## config.mk

```make
export PLATFORM = sky130hd
export DESIGN_NAME = epmux_top
export DESIGN_NICKNAME = d
export VERILOG_FILES = /design/src/verilog/epmux_pkg.sv /design/src/verilog/epmux_top.sv /design/src/verilog/epmux_sync.sv
export SDC_FILE = /design/constraint.sdc
export NUM_CORES = 1
export LEC_CHECK = 0
export BUFFER_PORTS_ARGS = -buffer_cell sky130_fd_sc_hd__buf_2
export CELL_PAD_IN_SITES_DETAIL_PLACEMENT = 1
export CELL_PAD_IN_SITES_GLOBAL_PLACEMENT = 1
export CORE_UTILIZATION = 32
export CTS_CLUSTER_SIZE = 20
export DETAILED_ROUTE_END_ITERATION = 8
export PLACE_DENSITY = 0.79
export SLEW_MARGIN = 20
export SYNTH_ARGS = -nofsm -noshare
export SYNTH_HDL_FRONTEND = slang
export SYNTH_HIERARCHICAL = 1
export SYNTH_SLANG_ARGS = --single-unit
```

## constraint.sdc

```tcl
create_clock -name sys_clk_i -period 2.9 [get_ports sys_clk_i]
set_input_delay 0.58 -clock sys_clk_i [delete_from_list [all_inputs] [get_ports sys_clk_i]]
set_output_delay 0.58 -clock sys_clk_i [all_outputs]
set_load 0.01 [all_outputs]
```

## src/verilog/epmux_pkg.sv

```systemverilog
// constants for the expansion port pin multiplexer
package epmux_pkg;
  localparam int          PORT_W        = 16;
  localparam int          PWM_N         = 3;
  localparam int          PWM_LSB       = 0;
  localparam int          SER_RX_BIT    = 8;
  localparam int          SER_TX_BIT    = 9;
  localparam int          CLK_HZ        = 100000000;
  localparam int          BAUD          = 115200;
  localparam int          BAUD_DIV      = (CLK_HZ + BAUD / 2) / BAUD;
  localparam int          DATA_BITS     = 8;
  localparam logic [15:0] PORT_RST      = 16'h0000;
  localparam logic        SER_IDLE      = 1'b1;
endpackage

```

## src/verilog/epmux_top.sv

```systemverilog
// pin multiplexer for expansion ports a and b
`timescale 1ns/100ps
// Behaviour
// - one function select bit per port
// - port a: sixteen gpio pins, entry 0
// - port b: sixteen gpio pins, five of them muxable, entry 1
// - serial tx select moves console tx to port b; rx select alone only switches console tx off
// - console receive always stays working
// - two serial ports: reroute secondary only
// - pwm enable drives pwm 0..2 onto b0..2
// - console runs 115200 baud, 8n1
// - console enable false switches console tx off
module epmux_top #(
  parameter bit TWO_SERIAL = 1'b0
) (
  // clock and reset
  input  wire logic        sys_clk_i,
  input  wire logic        reset_i,
  // system control container bits
  input  wire logic        port_a_function_select_bit_i,
  input  wire logic        port_b_function_select_bit_i,
  input  wire logic        pwm_output_enable_i,
  input  wire logic        serial_tx_select_i,
  input  wire logic        serial_rx_select_i,
  input  wire logic        console_enable_i,
  // gpio register side, entries 0 and 1
  input  wire logic [15:0] gpio_a_out_i,
  input  wire logic [15:0] gpio_a_dir_i,
  output logic      [15:0] gpio_a_in_o,
  input  wire logic [15:0] gpio_b_out_i,
  input  wire logic [15:0] gpio_b_dir_i,
  output logic      [15:0] gpio_b_in_o,
  // peripherals
  input  wire logic [2:0]  pwm_i,
  input  wire logic        primary_serial_port_tx_i,
  output logic             primary_serial_port_rx_o,
  input  wire logic        secondary_serial_port_tx_i,
  output logic             secondary_serial_port_rx_o,
  // console usb serial path
  output logic             console_tx_o,
  input  wire logic        console_rx_i,
  // expansion header pins
  input  wire logic [15:0] port_a_i,
  output logic      [15:0] port_a_o,
  output logic      [15:0] port_a_oe_o,
  input  wire logic [15:0] port_b_i,
  output logic      [15:0] port_b_o,
  output logic      [15:0] port_b_oe_o
);
  // synchronised pin levels
  logic [15:0] a_sync;
  logic [15:0] b_sync;
  logic        con_rx_sync;
  // port a registers
  logic [15:0] port_a_out_r;
  logic [15:0] port_a_out_nxt;
  logic [15:0] port_a_oe_r;
  logic [15:0] port_a_oe_nxt;
  // port b registers and peripheral overlay
  logic [15:0] port_b_out_r;
  logic [15:0] port_b_out_nxt;
  logic [15:0] port_b_oe_r;
  logic [15:0] port_b_oe_nxt;
  logic [15:0] b_per_out;
  logic [15:0] b_per_oe;
  logic [15:0] b_own_out;
  logic [15:0] b_own_oe;
  logic        routed_tx;
  // serial line registers
  logic        rerouted;
  logic        console_tx_r;
  logic        console_tx_nxt;
  logic        pri_rx_r;
  logic        pri_rx_nxt;
  logic        sec_rx_r;
  logic        sec_rx_nxt;
  // gpio readback registers
  logic [15:0] gpio_a_in_r;
  logic [15:0] gpio_a_in_nxt;
  logic [15:0] gpio_b_in_r;
  logic [15:0] gpio_b_in_nxt;

  // a set select hands every pin in own to the peripheral, the rest stay gpio
  function automatic logic [15:0] take_pins(
    input logic        sel,
    input logic [15:0] gpio,
    input logic [15:0] periph,
    input logic [15:0] own
  );
    logic [15:0] taken;
    taken     = sel ? own : 16'h0000;
    take_pins = (gpio & ~taken) | (periph & taken);
  endfunction

  // a port b peripheral flag only counts while the port b select is set
  function automatic logic b_flag(
    input logic sel,
    input logic flag
  );
    b_flag = sel & flag;
  endfunction

  epmux_sync #(.W(16), .RST(epmux_pkg::PORT_RST)) u_sync_a (
    .sys_clk_i (sys_clk_i),
    .reset_i   (reset_i),
    .d_i       (port_a_i),
    .q_o       (a_sync)
  );

  epmux_sync #(.W(16), .RST(epmux_pkg::PORT_RST)) u_sync_b (
    .sys_clk_i (sys_clk_i),
    .reset_i   (reset_i),
    .d_i       (port_b_i),
    .q_o       (b_sync)
  );

  epmux_sync #(.W(1), .RST(epmux_pkg::SER_IDLE)) u_sync_rx (
    .sys_clk_i (sys_clk_i),
    .reset_i   (reset_i),
    .d_i       (console_rx_i),
    .q_o       (con_rx_sync)
  );

  // port a has no peripheral mapped, so its select leaves every pin as gpio
  always_comb begin
    port_a_out_nxt = take_pins(port_a_function_select_bit_i, gpio_a_out_i,
                               16'h0000, 16'h0000);
    port_a_oe_nxt  = take_pins(port_a_function_select_bit_i, gpio_a_dir_i,
                               16'h0000, 16'h0000);
  end

  always_ff @(posedge sys_clk_i or posedge reset_i) begin
    if (reset_i) begin
      port_a_out_r <= epmux_pkg::PORT_RST;
      port_a_oe_r  <= epmux_pkg::PORT_RST;
    end else begin
      port_a_out_r <= port_a_out_nxt;
      port_a_oe_r  <= port_a_oe_nxt;
    end
  end

  // port b overlay: what each peripheral drives, and which pins it claims
  always_comb begin
    routed_tx = TWO_SERIAL ? secondary_serial_port_tx_i : primary_serial_port_tx_i;
    b_per_out = 16'h0000;
    b_per_oe  = 16'h0000;
    b_own_out = 16'h0000;
    b_own_oe  = 16'h0000;
    if (pwm_output_enable_i) begin
      b_per_out[epmux_pkg::PWM_LSB +: epmux_pkg::PWM_N] = pwm_i;
      b_per_oe[epmux_pkg::PWM_LSB +: epmux_pkg::PWM_N]  = {epmux_pkg::PWM_N{1'b1}};
      b_own_out[epmux_pkg::PWM_LSB +: epmux_pkg::PWM_N] = {epmux_pkg::PWM_N{1'b1}};
      b_own_oe[epmux_pkg::PWM_LSB +: epmux_pkg::PWM_N]  = {epmux_pkg::PWM_N{1'b1}};
    end
    if (serial_tx_select_i) begin
      b_per_out[epmux_pkg::SER_TX_BIT] = routed_tx;
      b_per_oe[epmux_pkg::SER_TX_BIT]  = 1'b1;
      b_own_out[epmux_pkg::SER_TX_BIT] = 1'b1;
      b_own_oe[epmux_pkg::SER_TX_BIT]  = 1'b1;
    end
    if (serial_rx_select_i) begin
      // the rx pin only turns into an input; its output level stays the gpio's
      b_own_oe[epmux_pkg::SER_RX_BIT] = 1'b1;
    end
    port_b_out_nxt = take_pins(port_b_function_select_bit_i, gpio_b_out_i,
                               b_per_out, b_own_out);
    port_b_oe_nxt  = take_pins(port_b_function_select_bit_i, gpio_b_dir_i,
                               b_per_oe, b_own_oe);
  end

  always_ff @(posedge sys_clk_i or posedge reset_i) begin
    if (reset_i) begin
      port_b_out_r <= epmux_pkg::PORT_RST;
      port_b_oe_r  <= epmux_pkg::PORT_RST;
    end else begin
      port_b_out_r <= port_b_out_nxt;
      port_b_oe_r  <= port_b_oe_nxt;
    end
  end

  // serial framing (115200 8n1) lives in the serial ports; this block only steers lines
  always_comb begin
    rerouted       = b_flag(port_b_function_select_bit_i,
                            serial_tx_select_i | serial_rx_select_i);
    console_tx_nxt = epmux_pkg::SER_IDLE;
    // console tx leaves the default path when switched off, or when rerouted and TWO_SERIAL is clear
    if (console_enable_i && !(rerouted && !TWO_SERIAL)) begin
      console_tx_nxt = primary_serial_port_tx_i;
    end
    pri_rx_nxt     = con_rx_sync;
    sec_rx_nxt     = epmux_pkg::SER_IDLE;
    if (b_flag(port_b_function_select_bit_i, serial_rx_select_i)) begin
      if (TWO_SERIAL) begin
        sec_rx_nxt = b_sync[epmux_pkg::SER_RX_BIT];
      end else begin
        // either source may pull the shared receive line low
        pri_rx_nxt = con_rx_sync & b_sync[epmux_pkg::SER_RX_BIT];
      end
    end
  end

  always_ff @(posedge sys_clk_i or posedge reset_i) begin
    if (reset_i) begin
      console_tx_r <= epmux_pkg::SER_IDLE;
      pri_rx_r     <= epmux_pkg::SER_IDLE;
      sec_rx_r     <= epmux_pkg::SER_IDLE;
    end else begin
      console_tx_r <= console_tx_nxt;
      pri_rx_r     <= pri_rx_nxt;
      sec_rx_r     <= sec_rx_nxt;
    end
  end

  // gpio readback: synchronised pin levels through one more register stage
  always_comb begin
    gpio_a_in_nxt = a_sync;
    gpio_b_in_nxt = b_sync;
  end

  always_ff @(posedge sys_clk_i or posedge reset_i) begin
    if (reset_i) begin
      gpio_a_in_r <= epmux_pkg::PORT_RST;
      gpio_b_in_r <= epmux_pkg::PORT_RST;
    end else begin
      gpio_a_in_r <= gpio_a_in_nxt;
      gpio_b_in_r <= gpio_b_in_nxt;
    end
  end

  // every output is a plain copy of a register
  assign port_a_o                   = port_a_out_r;
  assign port_a_oe_o                = port_a_oe_r;
  assign port_b_o                   = port_b_out_r;
  assign port_b_oe_o                = port_b_oe_r;
  assign gpio_a_in_o                = gpio_a_in_r;
  assign gpio_b_in_o                = gpio_b_in_r;
  assign console_tx_o               = console_tx_r;
  assign primary_serial_port_rx_o   = pri_rx_r;
  assign secondary_serial_port_rx_o = sec_rx_r;
endmodule

```

## src/verilog/epmux_sync.sv

```systemverilog
// two-flop synchroniser for a bus of pin inputs
`timescale 1ns/100ps
module epmux_sync #(
  parameter int W   = 1,
  parameter logic [W-1:0] RST = '0
) (
  // clock and reset
  input  wire logic         sys_clk_i,
  input  wire logic         reset_i,
  // data
  input  wire logic [W-1:0] d_i,
  output logic      [W-1:0] q_o
);
  logic [W-1:0] meta_r;
  logic [W-1:0] meta_nxt;
  logic [W-1:0] q_nxt;

  always_comb begin
    meta_nxt = d_i;
    q_nxt    = meta_r;
  end

  always_ff @(posedge sys_clk_i or posedge reset_i) begin
    if (reset_i) begin
      meta_r <= RST;
      q_o    <= RST;
    end else begin
      meta_r <= meta_nxt;
      q_o    <= q_nxt;
    end
  end
endmodule

```

# == Word level (Yosys, flattened, before mapping) ==
# Cells that the tools add are included.
# op_classes
multipliers,0
add_sub_neg,0
div,0
magnitude_cmp,0
n_reduce_logical,2
n_eq_ne,0
bitwise,12
mux,9
n_shift,0
# op_table
operator,n
16-bit bitwise AND,2
10-bit NOT with 16-bit output,2
16-bit by 10-bit OR with 16-bit output,2
10-bit bitwise AND,2
10-bit 2-to-1 mux,2
3-bit 2-to-1 mux,2
1-bit 2-to-1 mux,5
1-bit bitwise AND,3
1-bit logical AND,1
1-bit zero test,1
1-bit OR,1
# totals
latch_bits,0
ff_bits,164
romBits,0
input_bits,110
ram_bits,0
word_cells,37
memories,0

# == Logic depth before layout (Yosys ltp) ==
# Gate-level depths: netlist of the first run.
# depth
depth_word,5
depth_mapped,2

# == Modules after synthesis ==
# The synthesis of the first run kept the hierarchy.
# by_module_without_submodules
module,area_per_inst_um2,cells_per_inst,seq_area_each_um2,n_inst
epmux_top,2595.0,116,2454.9,1
epmux_sync (u_sync_a ...),804.5,33,800.8,2
epmux_sync (u_sync_rx),56.3,3,52.6,1

# == Least setup slack after synthesis of the first run ==
# Ideal clock, no wire load.
# synth_timing
path_type,input port to flip-flop
start,input port_b_function_select_bit_i
end,"register port_b_out_r[0], in the netlist port_b_o[0]"
required_ns,2.775
cell_stages,2
setup_ns,0.125
path_buffers,0
t_arrival_ns,0.982
setup_slack_ns,1.793
cell_sequence,nand2_2 mux2_4
# synth_via
elab_chain_len,4
# synth_rtl
item,line_no,text
start: declaration,epmux_top.sv:21,"input wire logic port_b_function_select_bit_i,"
10-bit 2-to-1 mux (*),epmux_top.sv:91,taken = sel ? own : 16'h0000;
10-bit NOT with 16-bit output,epmux_top.sv:92,take_pins = (gpio & ~taken) | (periph & taken);
16-bit bitwise AND,epmux_top.sv:92,
16-bit by 10-bit OR with 16-bit output (*),epmux_top.sv:92,
named net port_b_out_nxt[0],epmux_top.sv:61,logic [15:0] port_b_out_nxt;
end signal: assignment,epmux_top.sv:173,port_b_out_r <= epmux_pkg::PORT_RST;
end signal: assignment,epmux_top.sv:176,port_b_out_r <= port_b_out_nxt;
end: declaration,epmux_top.sv:60,logic [15:0] port_b_out_r;
# The timed path passes the listed nets; every way through them passes the cells marked *.

# == Worst setup path after layout of the first run ==
# layout_timing
start,"register pri_rx_r, in the netlist primary_serial_port_rx_o"
end,output primary_serial_port_rx_o
# layout_rtl
item,line_no,text
start: declaration,epmux_top.sv:73,logic pri_rx_r;
start signal: assignment,epmux_top.sv:205,pri_rx_r <= epmux_pkg::SER_IDLE;
start signal: assignment,epmux_top.sv:209,pri_rx_r <= pri_rx_nxt;
end: declaration,epmux_top.sv:36,"output logic primary_serial_port_rx_o,"
# No word-level cell between the ends.

==> out/summary.md, run 1 <==
Synthesis
* 164 — count of state elements after synthesis
* 0.940 — Yosys top cell area share
* 0.00294 — compound-cell area share of the yosys netlist
* dfrtp_1 — Main synth FF type
* 23.0 um^2 — synthesized area divided by synthesized cell count
* 0.964 — share of the yosys chip area belonging to registers
* 295 — Post-Synthesis Net Count
* dfrtp_1 94%, dfstp_2 2.5%, mux2_4 1.1% — biggest area contributors in the synthesized netlist
* 6 — Synth warnings
* 0.0132 — basic-gate share of the synthesized area counting and, or, nand and nor cells
* dfrtp_1 — biggest area consumer among synthesized cells
* simple AND/OR/NAND/NOR gates — largest family of logic cells by synthesized area
* 0.00426 mm^2 — summed instance area of the synthesized netlist
* 0.0132 — multiplexer share of the synthesized area
* 1.00 — proportion of synthesized flip-flops having asynchronous set or reset
* 15 — number of unique standard cell types used by synthesis
* 0 — post-synthesis adder-cell area fraction
* 0 — number of enable flip-flop cells after synthesis
* 185 — Post-Syn Instances
* 0 — xor/xnor share of the synthesized area

Critical path
* u_sync_rx/q_o — RR Startpoint
* primary_serial_port_rx_o — Critical path origin
* primary_serial_port_rx_o — r2r endpoint
* 2.32 ns — Critical Path RT
* dfstp_2 — crit path max-delay cell type
* 1 — combined buffer and inverter count along the critical path
* register to output port — WS Path Type
* 1 — largest fanout on the critical path
* register — element type at the critical path start
* buf_2 — cell chain of the critical path
* 2.21 ns — setup slack of the most critical reg-to-reg path
* 1 — cell depth of the worst flop-to-flop path
* 1.05 ns — CP Data Arrival Time
* 0.51 ns — CP peak stage delay
* flip-flops — cell class contributing the biggest share of worst-path delay
* 1 — number of logic stages on the critical path including buffering
* output port — endpoint class of the critical path
* primary_serial_port_rx_o — destination of the critical timing path

Clocking
* 2 — largest buffer count on any clock path
* 164 — clock sink count
* yes — CTS tree
* 0 — number of cells upsized or downsized after cts
* 0 — post-CTS setup buffers
* 0.06 ns — clock slew at the register clock pins of the worst setup and hold paths
* clkbuf_16 — clock root buffer
* 4 — H-tree Lvls
* 17 — number of buffers created by CTS
* 0 — number of buffers added to fix hold violations after cts
* 0.42 ns — Clock Latency Late Sink

Placement
* 205 — count of input and output buffers
* 0.00553 mm^2 — Cell Area, Placed
* 6880 um — dpl hpwl
* 565 — total instance count after detailed placement
* 0.772 — Final GP Congestion

Layout
* 597 — Final Instance Count excl. Fillers
* 0.00611 mm^2 — final non-filler cell area
* 522 — number of nets in the finished design
* 0.588 — fraction of layout instances using a drive strength above 1
* buf_2 — most frequent standard cell in the layout excluding fill and tap cells
* 43.5% — layout overhead on the synthesized area
* 205 x buf_2, 160 x dfrtp_1, 17 x clkbuf_16 — most frequent cells in the layout
* 0 — # diodes

Worst hold path
* input pin to async pin — path category of the worst min-delay check

Route
* 2,353 — vias post-DR
* 15.6 um — wire length per cell
* 9320 um — Total Routed Length
* 0 — post-detailed-route DRC marker count
* 3.94 — per-cell via count in the routed design
* 3 — 1st-pass router iterations
* 58 — number of DRC markers in iteration 0
* 0 — Detail Route Antenna Nets

STA
* 0.239 ns — worst hold slack after final layout
* 0 ns — final setup TNS
* 0 — endpoints failing hold
* 0.613 GHz — maximum achievable frequency
* false — setup repair after global routing missed its margin
* 0.00565 ns — clk_skew
* 1.63 ns — time the final worst path needs with I/O delays and setup
* 0.747 ns — transition time of the tightest slew-check pin
* 0 — Max Transition Viols Final
* 0 — # setup viols final
* 0.563 — share of the clock period used by the worst path
* 0.502 — headroom to the max-slew limit

GRT
* 0 — antenna violations before repair
* 0.149 — global router's overall resource usage
* 2,716 — via count of the first global-routing pass
* 61 — largest net degree at the start of global routing
* 0 — GRT overflow
* 14,800 um — global-route wire length before repair

Die
* 0.332 — Initial Utilization
* 117 um — die width
* 117 um — Die Span Y
* 0.0138 mm^2 — Die Footprint
* 0.0128 mm^2 — total core area
* 41 — number of standard-cell rows in the floorplan
* 209 — io pins

Pwr
* 0.427 mV — Peak VDD IR
* 4880 uW — sum of internal, switching and leakage power
* 0.00310 uW — leakage power
* 797 mW/mm^2 — Cell Pwr Density

Job
* 0 — max-cap check violation count

Run status
* completed — result of the run

==> Yosys cell counts, types with 2 or more instances <==
| cell type | number |
|---|---|
| dfrtp_1 | 160 |
| inv_1 | 4 |
| dfstp_2 | 4 |
| nand2_1 | 2 |
| mux2_4 | 3 |
| or2b_1 | 3 |
==> report_power, final <==
| group | switching, uW | internal, uW | leakage (uW) | total [uW] |
|---|---|---|---|---|
| clock | 868 | 1310 | 0.000286 | 2180 |
| combinational | 143 | 112 | 0.000905 | 255 |
| sequential | 33.3 | 2410 | 0.00190 | 2440 |
| total | 1040 | 3830 | 0.00310 | 4880 |
==> through the flow <==
step           worst slack (ns)   util
4_1_cts                    1.24  0.477
6_report                   1.27  0.477
5_1_grt                    1.23  0.477
3_3_place_gp               1.51  0.431
3_5_place_dp               1.44  0.431
2_1_floorplan              1.16      -
==> cells by family (layout without fill, tap and decap cells) <==
family,Yosys count,in the layout
other cells,1,1
buf+inv,5,245
mux,4,4
compound gates,2,2
flops,164,164
simple gates,9,9
==> state kept, by name, summed over array words and instances, names as in the netlist <==
name	cells
console_tx_o	1
u_sync_rx/meta_r	1
u_sync_a/q_o	16
u_sync_b/q_o	16
port_b_oe_o	16
gpio_b_in_o	16
u_sync_b/meta_r	16
port_a_o	16
port_a_oe_o	16
u_sync_a/meta_r	16
u_sync_rx/q_o	1
gpio_a_in_o	16
primary_serial_port_rx_o	1
port_b_o	16
==> worst min path at each step <==
stage	startpoint	to	slack, ns	cells past startpoint
after global routing	reset_i	u_sync_rx/q_o	0.24	2
after floorplan	u_sync_a/q_o[0]	gpio_a_in_o[0]	0.33	0
final	reset_i	u_sync_rx/meta_r	0.24	2
after global placement	u_sync_a/q_o[15]	gpio_a_in_o[15]	0.33	0
after CTS	reset_i	u_sync_rx/meta_r	0.22	2
after detailed placement	u_sync_b/q_o[7]	gpio_b_in_o[7]	0.34	0
==> routing by layer <==
layer,GRT usage,wire (um),vias to the layer above
met3,0.0491,597,21
met5,0,0,-
met2,0.258,5030,116
met1,0.158,3410,1189
met4,0.0909,280,0
li1,-,-,1027
==> final cells by class <==
| cell class | count | area, um^2 |
|---|---|---|
| fillers | 1315 | 6710 |
| inverters | 4 | 18.8 |
| clock buffers | 20 | 457 |
| multi-input cells | 16 | 129 |
| clock inverters | 12 | 130 |
| flip-flops and latches | 164 | 4110 |
| well taps | 172 | 215 |
| repair buffers | 209 | 1060 |
No activity file was read; power rests on OpenSTA's default activity.
==> inputs of run 2 (changes only) <==
Settings changed: CORE_UTILIZATION 32 to 36, PLACE_DENSITY 0.79 to 0.84.
Clock period 2.9 ns to 1.7 ns, I/O delays scaled along.
==> out/summary.md, run 2 (synthesis gave the netlist of run 1 again) <==
Run status
* completed — result of the run

STA
* 0 ns — final setup TNS, unchanged
* 0.725 GHz — maximum achievable frequency
* 0.527 ns — transition time of the tightest slew-check pin, -0.220 ns
* false — setup repair after global routing missed its margin
* 0.811 — share of the clock period used by the worst path
* 1.38 ns — time the final worst path needs with I/O delays and setup
* 0 — endpoints failing hold, unchanged
* 0 — Max Transition Viols Final, unchanged
* 0.00736 ns — clk_skew, +0.00170 ns
* 0.0269 ns — worst hold slack after final layout, -0.212 ns
* 0 — # setup viols final, unchanged
* 0.648 — headroom to the max-slew limit, +0.147

Die
* 39 — number of standard-cell rows in the floorplan, -4.9%
* 0.0123 mm^2 — Die Footprint, -11%
* 111 um — die width, -5.6%
* 0.0115 mm^2 — total core area, -11%
* 0.372 — Initial Utilization, +0.0393
* 209 — io pins, unchanged
* 111 um — Die Span Y, -5.6%

Critical path
* 1 — combined buffer and inverter count along the critical path, unchanged
* 1.04 ns — CP Data Arrival Time, about the same
* output port — endpoint class of the critical path
* flip-flops — cell class contributing the biggest share of worst-path delay
* 1.36 ns — Critical Path RT, -0.96 ns
* buf_2 — cell chain of the critical path
* register — element type at the critical path start
* 1 — largest fanout on the critical path, unchanged
* register to output port — WS Path Type
* dfstp_2 — crit path max-delay cell type
* 0.51 ns — CP peak stage delay, about the same

Placement
* 0.00550 mm^2 — Cell Area, Placed, -0.57%
* 6550 um — dpl hpwl, -4.8%
* 205 — count of input and output buffers, unchanged
* 0.738 — Final GP Congestion, -4.4%

Clocking
* clkbuf_16 — clock root buffer
* 0.06 ns — clock slew at the register clock pins of the worst setup and hold paths, about the same
* 0 — post-CTS setup buffers, unchanged
* 4 — H-tree Lvls, unchanged
* yes — CTS tree
* 17 — number of buffers created by CTS, unchanged
* 2 — largest buffer count on any clock path, unchanged
* 164 — clock sink count, unchanged
* 0.41 ns — Clock Latency Late Sink, about the same

Route
* met4 — highest layer used for signal routing
* 0 — Detail Route Antenna Nets, unchanged
* 2,380 — vias post-DR, +1.1%
* 624 um — DR WL met3, +4.5%
* 4 — 1st-pass router iterations, +1
* 111 — number of DRC markers in iteration 0, +91%
* 4960 um — met2 routed WL, -1.3%
* 16.1 um — wire length per cell, +3.1%
* 9160 um — Total Routed Length, -1.7%
* 0 — post-detailed-route DRC marker count, unchanged
* 3340 um — total routed wire length on the met1 layer, -2.2%
* 4.18 — per-cell via count in the routed design, +6.1%

GRT
* 0 — antenna violations before repair, unchanged
* 14,300 um — global-route wire length before repair, -3.5%
* 0.162 — global router's overall resource usage, +0.0123
* 2,651 — via count of the first global-routing pass, -2.4%
* 0 — GRT overflow, unchanged
* 99 — largest net degree at the start of global routing, +62%

Pwr
* 0.050 — Logic pwr share, -0.002
* 0.476 — sequential group share of total power, -0.025
* 1720 uW — net switching power figure, +64%
* 7030 uW — design internal power, +84%
* 0.474 — share of total power in the clock network, +0.027
* 0.196 — sw frac, -0.0180
* 0.797 mV — Peak VDD IR, +87%
* 0.00313 uW — leakage power, +1.2%
* 1420 mW/mm^2 — Cell Pwr Density, +78%

Layout
* 205 x buf_2, 160 x dfrtp_1, 17 x clkbuf_16 — most frequent cells in the layout
* 0.00617 mm^2 — final non-filler cell area, +0.90%
* 0.538 — post-layout util, +0.0612
* 523 — number of nets in the finished design, +0.19%
* buf_2 — most frequent standard cell in the layout excluding fill and tap cells
* 0.577 — fraction of layout instances using a drive strength above 1, -0.0108
* 0 — # diodes, unchanged
* 44.8% — layout overhead on the synthesized area

Job
* 0 — max-cap check violation count, unchanged

Worst hold path
* input pin to register — path category of the worst min-delay check

-- run 2: cell count changes in the layout (fill, tap and decap cells not counted) --
| cell | previous run | this run |
|---|---|---|
| clkbuf_8 | 2 | 3 |
| buf_4 | 4 | 2 |
| clkinv_2 | 4 | 1 |
| dlygate4sd3_1 | 0 | 2 |
| clkinv_4 | 3 | 0 |
| clkbuf_1 | 1 | 4 |
| clkinvlp_4 | 3 | 2 |
| buf_12 | 0 | 1 |
| bufinv_16 | 2 | 5 |
-- run 2: path summary, 6_finish.rpt --
check	startpoint	to	slack, ns	cells past startpoint
worst min register to register	u_sync_b/q_o[2]	gpio_b_in_o[2]	0.34	0
worst min-delay path	port_a_i[9]	u_sync_a/meta_r[9]	0.03	1
max in group asynchronous	reset_i	console_tx_o	0.61	4
min in group asynchronous	reset_i	u_sync_rx/meta_r	0.56	3
worst max-delay path	primary_serial_port_rx_o	primary_serial_port_rx_o	0.32	1
worst max register to register	u_sync_rx/q_o	primary_serial_port_rx_o	0.98	1
-- run 2: repair_timing --
action	in CTS	in global routing
gates resized for setup	0	0
hold endpoints to repair	3	0
hold buffers	2	0
-- run 2: power groups by stage --
stage | Sequential [uW] | Clock, uW | Combinational [uW]
after floorplan | 4290 | 0 | 83.4
after global placement | 4230 | 0 | 433
after detailed placement | 4240 | 0 | 447
after CTS | 4170 | 4250 | 455
after global routing | 4180 | 4400 | 486
final | 4170 | 4140 | 440
-- run 2: cell type report --
cell class | count | area [um^2]
fillers | 1127 | 5300
flip-flops and latches | 164 | 4110
repair buffers | 210 | 1080
clock buffers | 24 | 482
well taps | 143 | 179
clock inverters | 8 | 171
multi-input cells | 16 | 129
inverters | 4 | 18.8
-- run 2: stage by stage --
| step | power (uW) | cells | setup WS, ns |
|---|---|---|---|
| 4_1_cts | 8880 | 569 | 0.292 |
| 2_1_floorplan | 4380 | 185 | 0.200 |
| 3_3_place_gp | 4660 | 535 | 0.672 |
| 6_report | 8750 | 569 | 0.321 |
| 3_5_place_dp | 4680 | 535 | 0.658 |
| 5_1_grt | 9060 | 569 | 0.283 |
-- run 2: per-layer routing --
layer  track usage  vias up
li1              -     1029
met1         0.174     1214
met2         0.278      116
met3        0.0590       21
met4        0.0844        0
met5             0        -
==> inputs of run 3 (changes only) <==
Clock period 1.7 ns to 1.3 ns, I/O delays scaled along.
==> out/summary.md, run 3 (synthesis gave the netlist of run 1 again) <==
Run status
* completed — result of the run

STA
* 0 — Max Transition Viols Final, unchanged
* 0 — endpoints failing hold, unchanged
* true — setup repair after global routing missed its margin
* 0 — # setup viols final, unchanged
* 0 ns — final setup TNS, unchanged
* 0.995 — share of the clock period used by the worst path
* 0.773 GHz — maximum achievable frequency
* 0.00683 ns — clk_skew, -0.000531 ns
* 1.29 ns — time the final worst path needs with I/O delays and setup

Critical path
* register — element type at the critical path start
* output port — endpoint class of the critical path
* dfstp_2 — crit path max-delay cell type
* 1 — combined buffer and inverter count along the critical path, unchanged
* register to output port — WS Path Type
* 0.53 ns — CP peak stage delay, +0.02 ns
* 1.04 ns — Critical Path RT, -0.32 ns
* 1 — largest fanout on the critical path, unchanged
* buf_6 — cell chain of the critical path
* flip-flops — cell class contributing the biggest share of worst-path delay
* 1.03 ns — CP Data Arrival Time, about the same

Pwr
* 0.491 — sequential group share of total power, +0.015
* 1590 mW/mm^2 — Cell Pwr Density, +12%
* 8690 uW — design internal power, +24%
* 0.074 — Logic pwr share, +0.024
* 2420 uW — net switching power figure, +41%
* 0.218 — sw frac, +0.0215
* 0.884 mV — Peak VDD IR, +11%
* 0.00346 uW — leakage power, +10%
* 0.435 — share of total power in the clock network, -0.039

Die
* 0.372 — Initial Utilization, unchanged
* 0.0123 mm^2 — Die Footprint, unchanged
* 111 um — die width, unchanged
* 111 um — Die Span Y, unchanged
* 39 — number of standard-cell rows in the floorplan, unchanged
* 0.0115 mm^2 — total core area, unchanged
* 209 — io pins, unchanged

Layout
* 0.611 — post-layout util, +0.0729
* 660 — Final Instance Count excl. Fillers, +16%
* buf_2 — most frequent standard cell in the layout excluding fill and tap cells
* 203 x buf_2, 160 x dfrtp_1, 89 x dlygate4sd3_1 — most frequent cells in the layout
* 64.4% — layout overhead on the synthesized area
* 0.482 — fraction of layout instances using a drive strength above 1, -0.0950
* 611 — number of nets in the finished design, +17%

Job
* 0 — max-cap check violation count, unchanged

Clocking
* 0 — post-CTS setup buffers, unchanged
* 0.41 ns — Clock Latency Late Sink, about the same
* 0.06 ns — clock slew at the register clock pins of the worst setup and hold paths, about the same
* 17 — number of buffers created by CTS, unchanged
* 2 — largest buffer count on any clock path, unchanged
* 4 — H-tree Lvls, unchanged
* clkbuf_16 — clock root buffer
* 164 — clock sink count, unchanged
* yes — CTS tree

Route
* 134 — number of DRC markers in iteration 0, +21%
* 4.16 — per-cell via count in the routed design, -0.57%
* 11,700 um — Total Routed Length, +28%
* 4 — 1st-pass router iterations, unchanged
* 17.7 um — wire length per cell, +10%
* 0 — post-detailed-route DRC marker count, unchanged
* 2,745 — vias post-DR, +15%
* 0 — Detail Route Antenna Nets, unchanged

GRT
* 0 — GRT overflow, unchanged
* 0.207 — global router's overall resource usage, +0.0455
* 3 — antenna violations before repair, +3
* 55 — largest net degree at the start of global routing, -44%
* 18,400 um — global-route wire length before repair, +28%
* 3,330 — via count of the first global-routing pass, +26%

Placement
* 205 — count of input and output buffers, unchanged
* 536 — total instance count after detailed placement, +0.19%
* 6780 um — dpl hpwl, +3.4%
* 0.732 — Final GP Congestion, -0.72%

Worst hold path
* input pin to register — path category of the worst min-delay check

==> run 3: metrics by stage <==
step / power [uW] / hold WS, ns / cell area (um^2) / setup WS [ns]
after floorplan: 5720 / 0.172 / 4260 / -0.120
after global placement: 6100 / 0.332 / 5520 / 0.354
after detailed placement: 6140 / 0.336 / 5520 / 0.323
after CTS: 11200 / 0.0161 / 7000 / -0.0172
after global routing: 11500 / 0.0455 / 7010 / -0.0302
final: 11100 / 0.0416 / 7010 / 0.00667
==> run 3: worst paths after layout <==
path,start,endpoint,slack (ns),depth (start not counted)
setup / recovery,console_tx_o,console_tx_o,0.007,1
hold / removal,gpio_b_dir_i[2],port_b_oe_o[2],0.04,2
setup reg to reg,u_sync_rx/q_o,primary_serial_port_rx_o,0.56,1
hold reg to reg,u_sync_a/meta_r[10],u_sync_a/q_o[10],0.35,0
max in group asynchronous,reset_i,u_sync_b/q_o[5],0.43,4
min in group asynchronous,reset_i,u_sync_rx/q_o,0.50,3
==> run 3: timing repair <==
action | CTS | global route
hold buffers | 89 | 0
gates resized for setup | 2 | 0
endpoints found under the setup margin | 2 | 2
gates cloned | 0 | 0
hold endpoints to repair | 250 | 0
==> run 3: routing by layer <==
layer / vias to the layer above / part of all wire / GRT usage / wire length, um
met2: 116 / 0.59 / 0.386 / 6890
met5: - / 0 / 0 / 0
met4: 0 / 0.021 / 0.0996 / 240
li1: 1206 / - / - / -
met1: 1404 / 0.34 / 0.209 / 3940
met3: 19 / 0.053 / 0.0618 / 616
==> run 3: cell type report <==
| type | instances | area, um^2 |
|---|---|---|
| Sequential cell | 164 | 4110 |
| Clock inverter | 11 | 128 |
| Antenna cell | 3 | 7.51 |
| Fill cell | 1113 | 4460 |
| Timing Repair Buffer | 298 | 1980 |
| Multi-Input combinational cell | 16 | 129 |
| Clock buffer | 21 | 450 |
| Tap cell | 143 | 179 |
| Inverter | 4 | 18.8 |
==> run 3: power by group through the flow <==
| stage | Clock, uW | Combinational (uW) | Sequential [uW] |
|---|---|---|---|
| CTS | 4940 | 812 | 5460 |
| global placement | 0 | 574 | 5530 |
| detailed placement | 0 | 596 | 5540 |
| global route | 5150 | 890 | 5480 |
| floorplan | 0 | 109 | 5610 |
| finish | 4840 | 817 | 5460 |
